File: config.mk
export PLATFORM = sky130hd
export DESIGN_NAME = download_descriptor_parser
export DESIGN_NICKNAME = d
export VERILOG_FILES = /design/src/design/ddp_pkg.sv /design/src/design/crc32_byte_engine.sv /design/src/design/download_descriptor_parser.sv
export SDC_FILE = /design/constraint.sdc
export NUM_CORES = 1
export LEC_CHECK = 0
export ABC_AREA = 1
export BUFFER_PORTS_ARGS = -buffer_cell sky130_fd_sc_hd__buf_2
export CORE_ASPECT_RATIO = 1.4
export CORE_MARGIN = 10
export CORE_UTILIZATION = 33
export DETAILED_ROUTE_END_ITERATION = 7
export PLACE_DENSITY_LB_ADDON = 0.25
export SETUP_SLACK_MARGIN = 0.4
export SLEW_MARGIN = 15
export SYNTH_ARGS = -nofsm -noshare
export SYNTH_HDL_FRONTEND = slang
export SYNTH_SLANG_ARGS = --single-unit
File: constraint.sdc
create_clock -name mclk -period 3.45 [get_ports mclk]
set_input_delay 0.69 -clock mclk [delete_from_list [all_inputs] [get_ports mclk]]
set_output_delay 0.69 -clock mclk [all_outputs]
set_load 0.05 [all_outputs]
File: src/design/ddp_pkg.sv
// constants, field layouts and carrier types of the download descriptor parser
// ============================================================================
// Contract
// - descriptors are accepted from both DII and DSI loops as optional extensions
// - tag 0xb8 is a group-chaining descriptor valid only in DSI group info
// - tag 0xb4 in the DII per-module loop decodes as module chaining
// - module chain ordering is reported for downstream reassembly
// - byte after each tag counts the bytes left and locates the descriptor end
// - module chain place 0x00 first, 0x01 intermediate, 0x02 last
// - 16-bit next module ident follows place and is disregarded when last
// - tag 0xb5 decodes as the whole-module checksum descriptor
// - the 32-bit whole-module crc is presented for comparison with a computed one
// - whole-module crc may coexist with per-section crcs; neither is required absent
// - group chaining identifies group descriptions linked into one larger group
// - group chain place 0x00 first, 0x01 intermediate, 0x02 last
// - 32-bit next group ident follows place and is ignored when last
// - no dependence on group link order; absence of group chaining is fine
// - the per-module loop is bounded by its 8-bit length, 0 to 255 bytes
package ddp_pkg;

  // ==========================================================================
  // descriptor tags and chain places
  localparam logic [7:0] TAG_MODULE_CHAIN = 8'hb4;
  localparam logic [7:0] TAG_WHOLE_CRC = 8'hb5;
  localparam logic [7:0] TAG_GROUP_CHAIN = 8'hb8;
  localparam logic [7:0] PLACE_FIRST = 8'h00;
  localparam logic [7:0] PLACE_MIDDLE = 8'h01;
  localparam logic [7:0] PLACE_LAST = 8'h02;

  // least body lengths that carry every field
  localparam logic [7:0] MOD_CHAIN_BODY_LEN = 8'h03;
  localparam logic [7:0] WHOLE_CRC_BODY_LEN = 8'h04;
  localparam logic [7:0] GROUP_CHAIN_BODY_LEN = 8'h05;

  // ==========================================================================
  // crc engine
  localparam logic [31:0] CRC_POLY = 32'h04c11db7;
  localparam logic [31:0] CRC_INIT = 32'hffffffff;

  // ==========================================================================
  // register map, byte addresses
  localparam logic [7:0] ADDR_CTRL = 8'h00;
  localparam logic [7:0] ADDR_STATUS = 8'h04;
  localparam logic [7:0] ADDR_MOD_CHAIN = 8'h08;
  localparam logic [7:0] ADDR_GROUP_PLACE = 8'h0c;
  localparam logic [7:0] ADDR_GROUP_NEXT = 8'h10;
  localparam logic [7:0] ADDR_CRC_EXPECT = 8'h14;
  localparam logic [7:0] ADDR_CRC_COMPUTED = 8'h18;
  localparam logic [7:0] ADDR_COUNTS = 8'h1c;

  // control fields
  localparam int CTRL_ENABLE_BIT = 0;
  localparam int CTRL_CLEAR_BIT = 8;
  localparam logic CTRL_ENABLE_RESET = 1'b1;

  // status fields
  localparam int ST_CRC_DONE_BIT = 2;
  localparam int ST_CRC_MATCH_BIT = 3;
  localparam int ST_MOD_SEEN_BIT = 4;
  localparam int ST_GROUP_SEEN_BIT = 5;
  localparam int ST_CRC_SEEN_BIT = 6;

  localparam logic [1:0] AXI_RESP_OKAY = 2'b00;

  // ==========================================================================
  // parser states
  typedef enum logic [1:0] {
    S_IDLE = 2'b00,
    S_TAG = 2'b01,
    S_LEN = 2'b10,
    S_BODY = 2'b11
  } parse_state_t;

  // ==========================================================================
  // report carriers
  typedef struct packed {
    logic valid;
    logic [7:0] place;
    logic nextValid;
    logic [15:0] nextModuleIdent;
  } mod_chain_t;

  typedef struct packed {
    logic valid;
    logic [7:0] place;
    logic nextValid;
    logic [31:0] nextGroupIdent;
  } group_chain_t;

  typedef struct packed {
    logic valid;
    logic [31:0] crc;
  } crc_desc_t;

endpackage : ddp_pkg

File: src/design/crc32_byte_engine.sv
// crc-32 engine that folds one byte per accepted cycle, msb first
`timescale 1ns/1ps
`default_nettype none
module crc32_byte_engine (
  input wire logic mclk,
  input wire logic rstn,
  input wire logic restart,
  input wire logic byteValid,
  input wire logic [7:0] byteData,
  output logic [31:0] crcValue
);

  logic [31:0] crc_r;
  logic [31:0] crc_nxt;

  // ==========================================================================
  // bitwise fold of one byte; no reflection and no final inversion
  always_comb begin
    logic fb;
    crc_nxt = crc_r;
    fb = 1'b0;
    for (int i = 7; i >= 0; i--) begin
      fb = crc_nxt[31] ^ byteData[i];
      crc_nxt = {crc_nxt[30:0], 1'b0} ^ (fb ? ddp_pkg::CRC_POLY : 32'h00000000);
    end
  end

  // restart takes priority so a new module never inherits the old remainder
  always_ff @(posedge mclk or negedge rstn) begin
    if (!rstn) begin
      crc_r <= ddp_pkg::CRC_INIT;
    end else if (restart) begin
      crc_r <= ddp_pkg::CRC_INIT;
    end else if (byteValid) begin
      crc_r <= crc_nxt;
    end
  end

  assign crcValue = crc_r;

endmodule : crc32_byte_engine
`default_nettype wire

File: src/design/download_descriptor_parser.sv
// descriptor parser for download control messages with an axi4-lite register port
`timescale 1ns/1ps
`default_nettype none
module download_descriptor_parser (
  input wire logic mclk,
  input wire logic rstn,
  // axi4-lite slave
  input wire logic [7:0] awaddr,
  input wire logic awvalid,
  output logic awready,
  input wire logic [31:0] wdata,
  input wire logic [3:0] wstrb,
  input wire logic wvalid,
  output logic wready,
  output logic [1:0] bresp,
  output logic bvalid,
  input wire logic bready,
  input wire logic [7:0] araddr,
  input wire logic arvalid,
  output logic arready,
  output logic [31:0] rdata,
  output logic [1:0] rresp,
  output logic rvalid,
  input wire logic rready,
  // loop announcement from the section filter
  input wire logic loopStart,
  input wire logic [7:0] loopLen,
  input wire logic loopIsGroupInfo,
  output logic loopReady,
  // descriptor bytes of the announced loop
  input wire logic byteValid,
  input wire logic [7:0] byteData,
  output logic byteReady,
  // reassembled module bytes for the whole-module check
  input wire logic modByteValid,
  input wire logic [7:0] modByteData,
  input wire logic modByteLast,
  // reports
  output ddp_pkg::mod_chain_t modChainOut,
  output ddp_pkg::group_chain_t groupChainOut,
  output ddp_pkg::crc_desc_t crcDescOut,
  output logic crcCheckDone,
  output logic crcCheckMatch
);

  // ==========================================================================
  // parser state
  ddp_pkg::parse_state_t state_r, state_nxt;
  logic inGroupInfo_r;
  logic [7:0] loopRem_r;
  logic [7:0] tag_r;
  logic [7:0] descLen_r;
  logic [7:0] descRem_r;
  logic [7:0] bodyIdx_r;
  logic [7:0] place_r;
  logic [31:0] word_r;
  logic enable_r;
  logic modSeen_r, groupSeen_r, crcSeen_r, crcDone_r, crcMatch_r;
  logic [15:0] descCount_r, skipCount_r;
  logic [31:0] crcExpect_r;
  logic modLastSeen_r;

  // ==========================================================================
  // byte acceptance and descriptor boundaries
  wire loopTake = loopStart && loopReady;
  wire byteTake = byteValid && byteReady;
  wire loopEnds = byteTake && (loopRem_r == 8'h01);
  wire lenIsZero = byteData == 8'h00;
  wire descEndsAtLen = byteTake && (state_r == ddp_pkg::S_LEN) && lenIsZero;
  wire descEndsInBody = byteTake && (state_r == ddp_pkg::S_BODY) && (descRem_r == 8'h01);
  wire descEnds = descEndsAtLen || descEndsInBody;
  wire [7:0] finalLen = (state_r == ddp_pkg::S_LEN) ? byteData : descLen_r;

  // tag recognition depends on which loop carries it
  wire isModChain = !inGroupInfo_r && (tag_r == ddp_pkg::TAG_MODULE_CHAIN);
  wire isWholeCrc = !inGroupInfo_r && (tag_r == ddp_pkg::TAG_WHOLE_CRC);
  wire isGroupChain = inGroupInfo_r && (tag_r == ddp_pkg::TAG_GROUP_CHAIN);
  wire isKnown = isModChain || isWholeCrc || isGroupChain;

  // a short descriptor lacks fields and is dropped like an unknown one
  wire modComplete = isModChain && (finalLen >= ddp_pkg::MOD_CHAIN_BODY_LEN);
  wire crcComplete = isWholeCrc && (finalLen >= ddp_pkg::WHOLE_CRC_BODY_LEN);
  wire groupComplete = isGroupChain && (finalLen >= ddp_pkg::GROUP_CHAIN_BODY_LEN);
  wire reportMod = descEnds && modComplete;
  wire reportCrc = descEnds && crcComplete;
  wire reportGroup = descEnds && groupComplete;
  wire skipDesc = descEnds && !(modComplete || crcComplete || groupComplete);

  // bytes after the last field of a known layout never enter the word
  wire [7:0] lastShiftIdx = isWholeCrc ? 8'h03 : (isModChain ? 8'h02 : 8'h04);
  wire firstShiftIdx = !isWholeCrc;
  wire shiftWord = byteTake && (state_r == ddp_pkg::S_BODY) && isKnown
                   && (bodyIdx_r >= {7'h00, firstShiftIdx}) && (bodyIdx_r <= lastShiftIdx);
  wire [31:0] wordIn = {word_r[23:0], byteData};

  // place decode shared by both chain kinds
  wire [7:0] placeIn = (bodyIdx_r == 8'h00) ? byteData : place_r;
  wire placeIsLast = placeIn == ddp_pkg::PLACE_LAST;
  wire placeIsKnown = (placeIn == ddp_pkg::PLACE_FIRST) || (placeIn == ddp_pkg::PLACE_MIDDLE) || placeIsLast;

  // handshakes: loop taken only when idle, bytes only inside a loop
  assign loopReady = enable_r && (state_r == ddp_pkg::S_IDLE);
  assign byteReady = enable_r && (state_r != ddp_pkg::S_IDLE);

  // ==========================================================================
  // next state; loop end wins over any descriptor still open
  always_comb begin
    state_nxt = state_r;
    unique case (state_r)
      ddp_pkg::S_IDLE: begin
        if (loopTake && (loopLen != 8'h00)) begin
          state_nxt = ddp_pkg::S_TAG;
        end
      end
      ddp_pkg::S_TAG: begin
        if (byteTake) begin
          state_nxt = ddp_pkg::S_LEN;
        end
      end
      ddp_pkg::S_LEN: begin
        if (byteTake) begin
          state_nxt = lenIsZero ? ddp_pkg::S_TAG : ddp_pkg::S_BODY;
        end
      end
      ddp_pkg::S_BODY: begin
        if (descEndsInBody) begin
          state_nxt = ddp_pkg::S_TAG;
        end
      end
    endcase
    if (loopEnds) begin
      state_nxt = ddp_pkg::S_IDLE;
    end
  end

  always_ff @(posedge mclk or negedge rstn) begin
    if (!rstn) begin
      state_r <= ddp_pkg::S_IDLE;
    end else begin
      state_r <= state_nxt;
    end
  end

  // loop context and remaining loop bytes
  always_ff @(posedge mclk or negedge rstn) begin
    if (!rstn) begin
      inGroupInfo_r <= 1'b0;
      loopRem_r <= 8'h00;
    end else if (loopTake) begin
      inGroupInfo_r <= loopIsGroupInfo;
      loopRem_r <= loopLen;
    end else if (byteTake) begin
      loopRem_r <= loopRem_r - 8'h01;
    end
  end

  // tag, length and body position of the open descriptor
  always_ff @(posedge mclk or negedge rstn) begin
    if (!rstn) begin
      tag_r <= 8'h00;
      descLen_r <= 8'h00;
      descRem_r <= 8'h00;
      bodyIdx_r <= 8'h00;
    end else if (byteTake) begin
      if (state_r == ddp_pkg::S_TAG) begin
        tag_r <= byteData;
      end
      if (state_r == ddp_pkg::S_LEN) begin
        descLen_r <= byteData;
        descRem_r <= byteData;
        bodyIdx_r <= 8'h00;
      end
      if (state_r == ddp_pkg::S_BODY) begin
        descRem_r <= descRem_r - 8'h01;
        bodyIdx_r <= bodyIdx_r + 8'h01;
      end
    end
  end

  // field capture: first body byte is the place, later field bytes shift into the word, a crc from byte 0
  always_ff @(posedge mclk or negedge rstn) begin
    if (!rstn) begin
      place_r <= 8'h00;
      word_r <= 32'h00000000;
    end else begin
      if (byteTake && (state_r == ddp_pkg::S_BODY) && (bodyIdx_r == 8'h00)) begin
        place_r <= byteData;
      end
      if (shiftWord) begin
        word_r <= wordIn;
      end
    end
  end

  // ==========================================================================
  // report pulses; the ident is zeroed when the place says last
  wire [31:0] finalWord = shiftWord ? wordIn : word_r;

  always_ff @(posedge mclk or negedge rstn) begin
    if (!rstn) begin
      modChainOut <= '0;
      groupChainOut <= '0;
      crcDescOut <= '0;
    end else begin
      modChainOut.valid <= reportMod;
      groupChainOut.valid <= reportGroup;
      crcDescOut.valid <= reportCrc;
      if (reportMod) begin
        modChainOut.place <= placeIn;
        modChainOut.nextValid <= placeIsKnown && !placeIsLast;
        modChainOut.nextModuleIdent <= placeIsLast ? 16'h0000 : finalWord[15:0];
      end
      if (reportGroup) begin
        groupChainOut.place <= placeIn;
        groupChainOut.nextValid <= placeIsKnown && !placeIsLast;
        groupChainOut.nextGroupIdent <= placeIsLast ? 32'h00000000 : finalWord;
      end
      if (reportCrc) begin
        crcDescOut.crc <= finalWord;
      end
    end
  end

  // ==========================================================================
  // whole-module check; runs whether or not section crcs are also in use
  logic [31:0] crcComputed;
  crc32_byte_engine crcEngine (
    .mclk(mclk),
    .rstn(rstn),
    .restart(modLastSeen_r),
    .byteValid(modByteValid),
    .byteData(modByteData),
    .crcValue(crcComputed)
  );

  // compare one cycle after the last byte, once the engine holds its total
  wire crcCompareNow = modLastSeen_r && crcSeen_r;
  wire crcEqual = crcComputed == crcExpect_r;

  always_ff @(posedge mclk or negedge rstn) begin
    if (!rstn) begin
      modLastSeen_r <= 1'b0;
      crcCheckDone <= 1'b0;
      crcCheckMatch <= 1'b0;
    end else begin
      modLastSeen_r <= modByteValid && modByteLast;
      crcCheckDone <= crcCompareNow;
      if (crcCompareNow) begin
        crcCheckMatch <= crcEqual;
      end
    end
  end

  // ==========================================================================
  // axi4-lite write path: address and data latched independently
  logic awHeld_r, wHeld_r;
  logic [7:0] awAddr_r;
  logic [31:0] wData_r;
  logic [3:0] wStrb_r;
  wire doWrite = awHeld_r && wHeld_r && !bvalid;
  wire ctrlWrite = doWrite && (awAddr_r == ddp_pkg::ADDR_CTRL);
  wire clearReq = ctrlWrite && wStrb_r[1] && wData_r[ddp_pkg::CTRL_CLEAR_BIT];

  assign awready = !awHeld_r;
  assign wready = !wHeld_r;
  assign bresp = ddp_pkg::AXI_RESP_OKAY;

  always_ff @(posedge mclk or negedge rstn) begin
    if (!rstn) begin
      awHeld_r <= 1'b0;
      wHeld_r <= 1'b0;
      awAddr_r <= 8'h00;
      wData_r <= 32'h00000000;
      wStrb_r <= 4'h0;
      bvalid <= 1'b0;
    end else begin
      if (awvalid && awready) begin
        awHeld_r <= 1'b1;
        awAddr_r <= awaddr;
      end else if (doWrite) begin
        awHeld_r <= 1'b0;
      end
      if (wvalid && wready) begin
        wHeld_r <= 1'b1;
        wData_r <= wdata;
        wStrb_r <= wstrb;
      end else if (doWrite) begin
        wHeld_r <= 1'b0;
      end
      if (doWrite) begin
        bvalid <= 1'b1;
      end else if (bready) begin
        bvalid <= 1'b0;
      end
    end
  end

  // control and sticky status; a set in the clearing cycle survives
  always_ff @(posedge mclk or negedge rstn) begin
    if (!rstn) begin
      enable_r <= ddp_pkg::CTRL_ENABLE_RESET;
      modSeen_r <= 1'b0;
      groupSeen_r <= 1'b0;
      crcSeen_r <= 1'b0;
      crcDone_r <= 1'b0;
      crcMatch_r <= 1'b0;
      crcExpect_r <= 32'h00000000;
      descCount_r <= 16'h0000;
      skipCount_r <= 16'h0000;
    end else begin
      if (ctrlWrite && wStrb_r[0]) begin
        enable_r <= wData_r[ddp_pkg::CTRL_ENABLE_BIT];
      end
      modSeen_r <= reportMod || (modSeen_r && !clearReq);
      groupSeen_r <= reportGroup || (groupSeen_r && !clearReq);
      crcSeen_r <= reportCrc || (crcSeen_r && !clearReq);
      crcDone_r <= crcCompareNow || (crcDone_r && !clearReq);
      if (crcCompareNow) begin
        crcMatch_r <= crcEqual;
      end
      if (reportCrc) begin
        crcExpect_r <= finalWord;
      end
      descCount_r <= clearReq ? {15'h0000, descEnds} : descCount_r + {15'h0000, descEnds};
      skipCount_r <= clearReq ? {15'h0000, skipDesc} : skipCount_r + {15'h0000, skipDesc};
    end
  end

  // ==========================================================================
  // axi4-lite read path; unmapped addresses read zero with okay
  logic [31:0] readMux;
  always_comb begin
    unique case (araddr)
      ddp_pkg::ADDR_CTRL: readMux = {31'h00000000, enable_r};
      ddp_pkg::ADDR_STATUS: readMux = {25'h0000000, crcSeen_r, groupSeen_r, modSeen_r,
                                       crcMatch_r, crcDone_r, state_r};
      ddp_pkg::ADDR_MOD_CHAIN: readMux = {7'h00, modChainOut.nextValid, modChainOut.nextModuleIdent,
                                          modChainOut.place};
      ddp_pkg::ADDR_GROUP_PLACE: readMux = {23'h000000, groupChainOut.nextValid, groupChainOut.place};
      ddp_pkg::ADDR_GROUP_NEXT: readMux = groupChainOut.nextGroupIdent;
      ddp_pkg::ADDR_CRC_EXPECT: readMux = crcExpect_r;
      ddp_pkg::ADDR_CRC_COMPUTED: readMux = crcComputed;
      ddp_pkg::ADDR_COUNTS: readMux = {descCount_r, skipCount_r};
      default: readMux = 32'h00000000;
    endcase
  end

  assign arready = !rvalid;
  assign rresp = ddp_pkg::AXI_RESP_OKAY;

  always_ff @(posedge mclk or negedge rstn) begin
    if (!rstn) begin
      rvalid <= 1'b0;
      rdata <= 32'h00000000;
    end else if (arvalid && arready) begin
      rvalid <= 1'b1;
      rdata <= readMux;
    end else if (rready) begin
      rvalid <= 1'b0;
    end
  end

endmodule : download_descriptor_parser
`default_nettype wire

After elaboration in Yosys (flattened, before gate mapping)
Cells that the tools add are included.
{"block": "op_classes", "magnitude_cmp": 5, "bitwise_logic": 16, "n_mul": 0, "shifts": 0, "mux": 40, "eq_ne": 22, "div": 0, "add_sub_neg": 5, "n_reduce_logical": 78}
{"op": "case mux 32 bit (8 select lines)", "n": 1}
{"op": "XOR 32 bit", "n": 8}
{"op": "2-to-1 mux 27 bit", "n": 8}
{"op": "2-to-1 mux 32 bit", "n": 4}
{"op": "2-to-1 mux 8 bit", "n": 8}
{"op": "2-to-1 mux 16 bit", "n": 3}
{"op": "logical AND 1 bit", "n": 40}
{"op": "zero test 8 bit", "n": 5}
{"op": "adder 16 x 1 -> 16 bit", "n": 2}
{"op": "equality test 32 bit", "n": 1}
{"op": "equality test 8 x 5 -> 1 bit (second input constant)", "n": 4}
{"op": "equality test 8 x 1 -> 1 bit (second input constant)", "n": 3}
{"op": "equality test 8 bit (second input constant)", "n": 3}
{"op": "equality test 8 x 4 -> 1 bit (second input constant)", "n": 2}
{"op": "greater-or-equal comparator 8 x 3 -> 1 bit (second input constant)", "n": 2}
{"op": "nonzero test 2 bit", "n": 8}
{"op": "subtractor 8 x 1 -> 8 bit (second input constant)", "n": 2}
{"op": "2-to-1 mux 2 bit", "n": 6}
{"op": "logical OR 1 bit", "n": 11}
{"op": "zero test 1 bit", "n": 9}
{"op": "inequality test 3 bit (second input constant)", "n": 3}
{"op": "adder 8 x 1 -> 8 bit (second input constant)", "n": 1}
{"op": "equality test 8 x 2 -> 1 bit (second input constant)", "n": 1}
{"op": "equality test 8 x 3 -> 1 bit (second input constant)", "n": 1}
{"op": "other kinds (14)", "n": 30}
{"block": "word_totals", "wordCells": 204, "romBits": 0, "n_memories": 0, "output_inout_bits": 146, "regBits": 311, "mem_bits_rw": 0, "latchBits": 0, "in_bits": 88}

Depth between registers and ports, before layout
{"block": "logic_depth", "depth_word": 26, "depth_mapped": 22, "mapped_depth_nobuf": 20}

Cells and area by module
A second synthesis with hierarchy kept.
{"block": "unflattened", "cells_unflattened": 2160, "area_unflattened_um2": 16326.9}
{"module": "download_descriptor_parser", "instances": 1, "area_each_um2": 13847.0, "cells_per_inst": 1794}
{"module": "crc32_byte_engine", "instances": 1, "area_each_um2": 2479.9, "cells_per_inst": 366}

Worst setup path before layout
No wires, ideal clock.
{"block": "synth_path", "path_kind": "reg2reg", "start": "register state_r[0]", "end": "register skipCount_r[11]", "period_less_slack_ns": 3.072, "path_slack_ns": 0.378, "setup_ns": 0.120, "required_time_ns": 3.330, "stages_incl_launch_ff": 21, "arrival_ns": 2.953, "cell_sequence": "dfrtp_1 > inv_1 > ha_1 > buf_2 > buf_6 > o21ai_0 > nand2_1 > nor2_1 > nand2_1 > nand2_2 > nand2_1 > nor3b_1 > ha_1 > nand2_1 > nor2_1 > nand2_1 > inv_1 > nand4_1 > nor2_1 > nand2_1 > and3_1"}
{"block": "synth_between", "elab_chain_cells": 10}
{"item": "from (decl)", "line": "download_descriptor_parser.sv:48", "text": "ddp_pkg::parse_state_t state_r, state_nxt;"}
{"item": "from (signal assigned)", "line": "download_descriptor_parser.sv:138", "text": "state_r <= ddp_pkg::S_IDLE;"}
{"item": "from (signal assigned)", "line": "download_descriptor_parser.sv:140", "text": "state_r <= state_nxt;"}
{"item": "equality test 2 bit", "line": "download_descriptor_parser.sv:69, download_descriptor_parser.sv:72"}
{"item": "2-to-1 mux 8 bit"}
{"item": "greater-or-equal comparator 8 x 2 -> 1 bit or greater-or-equal comparator 8 x 3 -> 1 bit (tied branches)", "line": "download_descriptor_parser.sv:81, download_descriptor_parser.sv:82"}
{"item": "logical AND 1 bit (on tied branches)", "line": "download_descriptor_parser.sv:81, download_descriptor_parser.sv:82"}
{"item": "logical OR 1 bit (2 in a row)", "line": "download_descriptor_parser.sv:87", "text": "wire skipDesc = descEnds && !(modComplete || crcComplete || groupComplete);"}
{"item": "zero test 1 bit", "line": "download_descriptor_parser.sv:87"}
{"item": "logical AND 1 bit *", "line": "download_descriptor_parser.sv:87"}
{"item": "adder 16 x 1 -> 16 bit *", "line": "download_descriptor_parser.sv:325", "text": "skipCount_r <= clearReq ? {15'h0000, skipDesc} : skipCount_r + {15'h0000, skipDesc};"}
{"item": "2-to-1 mux 16 bit *", "line": "download_descriptor_parser.sv:325"}
{"item": "to (signal assigned)", "line": "download_descriptor_parser.sv:325"}
{"item": "to (decl)", "line": "download_descriptor_parser.sv:59", "text": "logic [15:0] descCount_r, skipCount_r;"}
Mark *: on every way between the ends. The rest lies on a longest branch, timed or not.
A chain may end at the register's enable or synchronous reset.

Worst setup path after layout
Ends and elaborated chain as after synthesis.

==> qor.yml <==
run:
  maxCapViolations: 0
status:
  outcome: "finished clean"
critical_path:
  crit_arrival_ns: 3.31
  cp.required_ns: 3.85
  end_kind: "flop"
  critical_path_class: "reg2reg"
  critPathLaunchType: "flop"
  crit_path_max_fanout: 6
grt:
  grt_pass1_wl_um: 93100
  grt.total_usage_pct: 21.2
  grt_overflow: 0
  antenna_found_initial: 1
  grt_pass1_vias: 14800
  grt_max_degree: 91
yosys:
  synth-seq-area-share_pct: 47.6
  synth-async-reset-ratio_pct: 100
  synth-edff-count: 0
  ys_ff_latch: 304
  syn_avg_cell_area_um2: 7.65
  synthesis.area_mm2: 0.0161
  ys.flop_type: "dfrtp_1"
  yosys_warnings: 0
  ys_types: 52
  postSynthCellCount: 2099
route:
  first_pass_iters: 5
  wl_per_cell_um: 21.2
  ant_nets: 0
  vias: 15200
  drt_iter0_markers: 1060
  route.detailed.drc: 0
  vias_per_cell: 5.10
  drt-total-wl_um: 63300
timing:
  setup_viol_count_final: 0
  finalMaxSlewViolations: 0
  max_freq_ghz: 0.344
  tightestPinTransition_ns: 0.850
  rsz0062_at_grt: "yes"
  post-route-min-period_ns: 2.91
  min_period_over_period_pct: 84.3
  setup_tns_ns: 0
  setup_ws_ns: 0.542
  hold_viol: 0
  slew_headroom_pct: 43.0
  clock_skew_ns: 0.0162
cts:
  cts_inserted_buffers: 35
  cts.sinks: 304
  clk_path_buf_depth: 3
  cts_tree: "yes"
  clk_pin_slew_ns: 0.06
  clockRootBuffer: "clkbuf_16"
  h-tree-depth: 2
  clock_latency_ns: 0.53
pwr:
  power_density_mw_per_mm2: 626
  p_leak_nw: 10.2
  peakVddDrop_uv: 482
floorplan:
  start_util_pct: 33.4
  core_mm2: 0.0481
  die_area_mm2: 0.0580
  dieHeight_um: 281
  io_pins: 234
  die_w_um: 206
  rows: 95
placement:
  hpwl_um: 48400
  gp_congestion: 0.961
  dpl_worst_slack_ns: 0.102
  io_buffers: 197
  place_area_mm2: 0.0180
layout:
  num_antenna_cells: 0
  syn2layout_area_growth_pct: 21.2
  drive_gt1_share_pct: 18.9
  nets: 2433
  design_area_mm2: 0.0195
min_path:
  holdCritPathClass: "in2async"
-- cell type report --
cell class / count / area, µm²
multi-input cells: 1504 / 7440
well taps: 630 / 788
clock buffers: 50 / 992
fillers: 5015 / 28700
flip-flops and latches: 304 / 7650
inverters: 215 / 810
repair buffers: 267 / 1620
clock inverters: 12 / 171
-- layout by cell type, fill, tap and decap left out, types with 13 or more instances in the layout --
cell,Yosys,layout
a21oi_1,27,26
nand2_1,759,749
buf_4,11,60
clkbuf_16,0,35
xor2_1,43,43
inv_2,11,14
nor3_1,26,26
dfstp_2,33,33
ha_1,18,14
nand3_1,159,156
o22ai_1,20,20
o21ai_1,32,32
dfrtp_1,271,270
o211ai_1,20,20
inv_1,201,198
nand4_1,48,48
o2111ai_1,13,13
o21ai_0,154,147
buf_2,29,196
nor2_1,103,96
-- final timing paths --
path	from	endpoint	cells past startpoint	slack (ns)
worst max-delay path	state_r[0]	skipCount_r[11]	22	0.54
worst min-delay path	rstn	groupChainOut[25]	1	0.21
worst max register to register	state_r[0]	skipCount_r[11]	22	0.54
worst min register to register	rdata[14]	rdata[14]	2	0.47
max in group asynchronous	rstn	crcEngine.crcValue[20]	2	2.32
min in group mclk	bready	bvalid	2	0.33
-- routing by layer --
metal	GRT usage [%]	routed length, µm	up-vias
li1	-	-	7266
met1	25.6	25300	7336
met2	36.3	31600	493
met3	4.24	4020	113
met4	8.10	2420	0
met5	0	0	-
-- stage by stage --
| step | utilization (%) | total power [mW] | cells | hold slack (ns) |
|---|---|---|---|---|
| after detailed placement | 37.3 | 8.14 | 2905 | 0.467 |
| after global placement | 37.3 | 8.08 | 2905 | 0.461 |
| after CTS | 39.9 | 12.1 | 2973 | 0.238 |
| after floorplan | - | 6.95 | 2102 | 0.394 |
| after global routing | 40.4 | 12.9 | 2982 | 0.237 |
| final | 40.4 | 12.2 | 2982 | 0.212 |
-- cells in the mapped netlist (2+ instances only) --
cell type    n  share of area, %
o211a_1      4              0.25
nor2_2       6              0.23
nand4_1     48               1.9
clkbuf_1    36              0.84
buf_6        4              0.28
nand3_1    159               5.0
and3_1       5              0.19
dfrtp_1    271                42
o21ai_2      3              0.16
xor2_1      43               2.3
a22oi_1      2             0.093
xnor2_1      9              0.49
o21bai_1     3              0.14
inv_1      201               4.7
o211ai_1    20              0.93
o2111ai_1   13              0.71
a31oi_1      2             0.078
o221ai_1     4              0.22
mux2_2      11              0.77
or2_2        5              0.19
o21ai_0    154               4.8
o21ai_1     32               1.0
buf_2       29              0.90
clkinv_1     2             0.047
nand3_2      2              0.12
nand2_1    759                18
dfstp_2     33               5.4
nor3_1      26              0.81
a21oi_1     27              0.84
nor2_1     103               2.4
nor2_8       2              0.25
nor3_2       2              0.12
nand3b_1     2             0.093
nand2_2      3              0.12
inv_2       11              0.26
ha_1        18               1.4
buf_4       11              0.51
o22ai_1     20              0.78
-- registers in the layout, summed over array words and instances, names as in the netlist, 16 cells and up --
register,cells
descCount_r,16
word_r,32
groupChainOut,42
rdata,32
crcExpect_r,32
modChainOut,26
skipCount_r,16
crcEngine.crcValue,32
-- cell families (layout without fill, tap and decap cells) --
| kind of cell | after synthesis | count (layout) | synth area share (%) |
|---|---|---|---|
| flip-flops | 304 | 304 | 47.6 |
| adder cells (fa/ha/maj) | 18 | 18 | 1.40 |
| XOR/XNOR | 52 | 52 | 2.84 |
| multiplexers | 11 | 11 | 0.771 |
| AO/OA/AOI/OAI | 286 | 286 | 10.1 |
| AND/OR/NAND/NOR | 1131 | 1133 | 29.6 |
| other | 1 | 4 | 0.0233 |
| buffers and inverters | 296 | 544 | 7.60 |
-- repair_timing --
action | in CTS | in global routing
pin swaps | 1 | 18
hold buffers | 0 | 0
gates resized for setup | 6 | 58
endpoints found under the setup margin | 16 | 102
cloned | 1 | 1
buffers inserted | 5 | 8
-- report_power, final --
part	switching [mW]	internal, mW	leakage (nW)
Combinational	2.44	1.23	5.77
Sequential	0.491	4.17	3.84
Clock	1.56	2.31	0.562
-- critical path, cell delays in order, from the launching register on --
cell and delay (ns):
dfrtp_1 0.40, inv_2 0.09, ha_4 0.19, buf_6 0.11
buf_4 0.10, nand2_2 0.06, o21ai_4 0.07, nand2_1 0.08
nor2_2 0.16, nand2_2 0.10, nand2_2 0.09, nand2_2 0.06
nor3b_2 0.15, buf_4 0.15, ha_4 0.13, nand2_4 0.05
nor2_4 0.12, nand2_2 0.07, inv_2 0.06, nand4_1 0.13
nor2_2 0.19, nand2_1 0.08, and3_1 0.15
(Power assumes the default switching activity.)
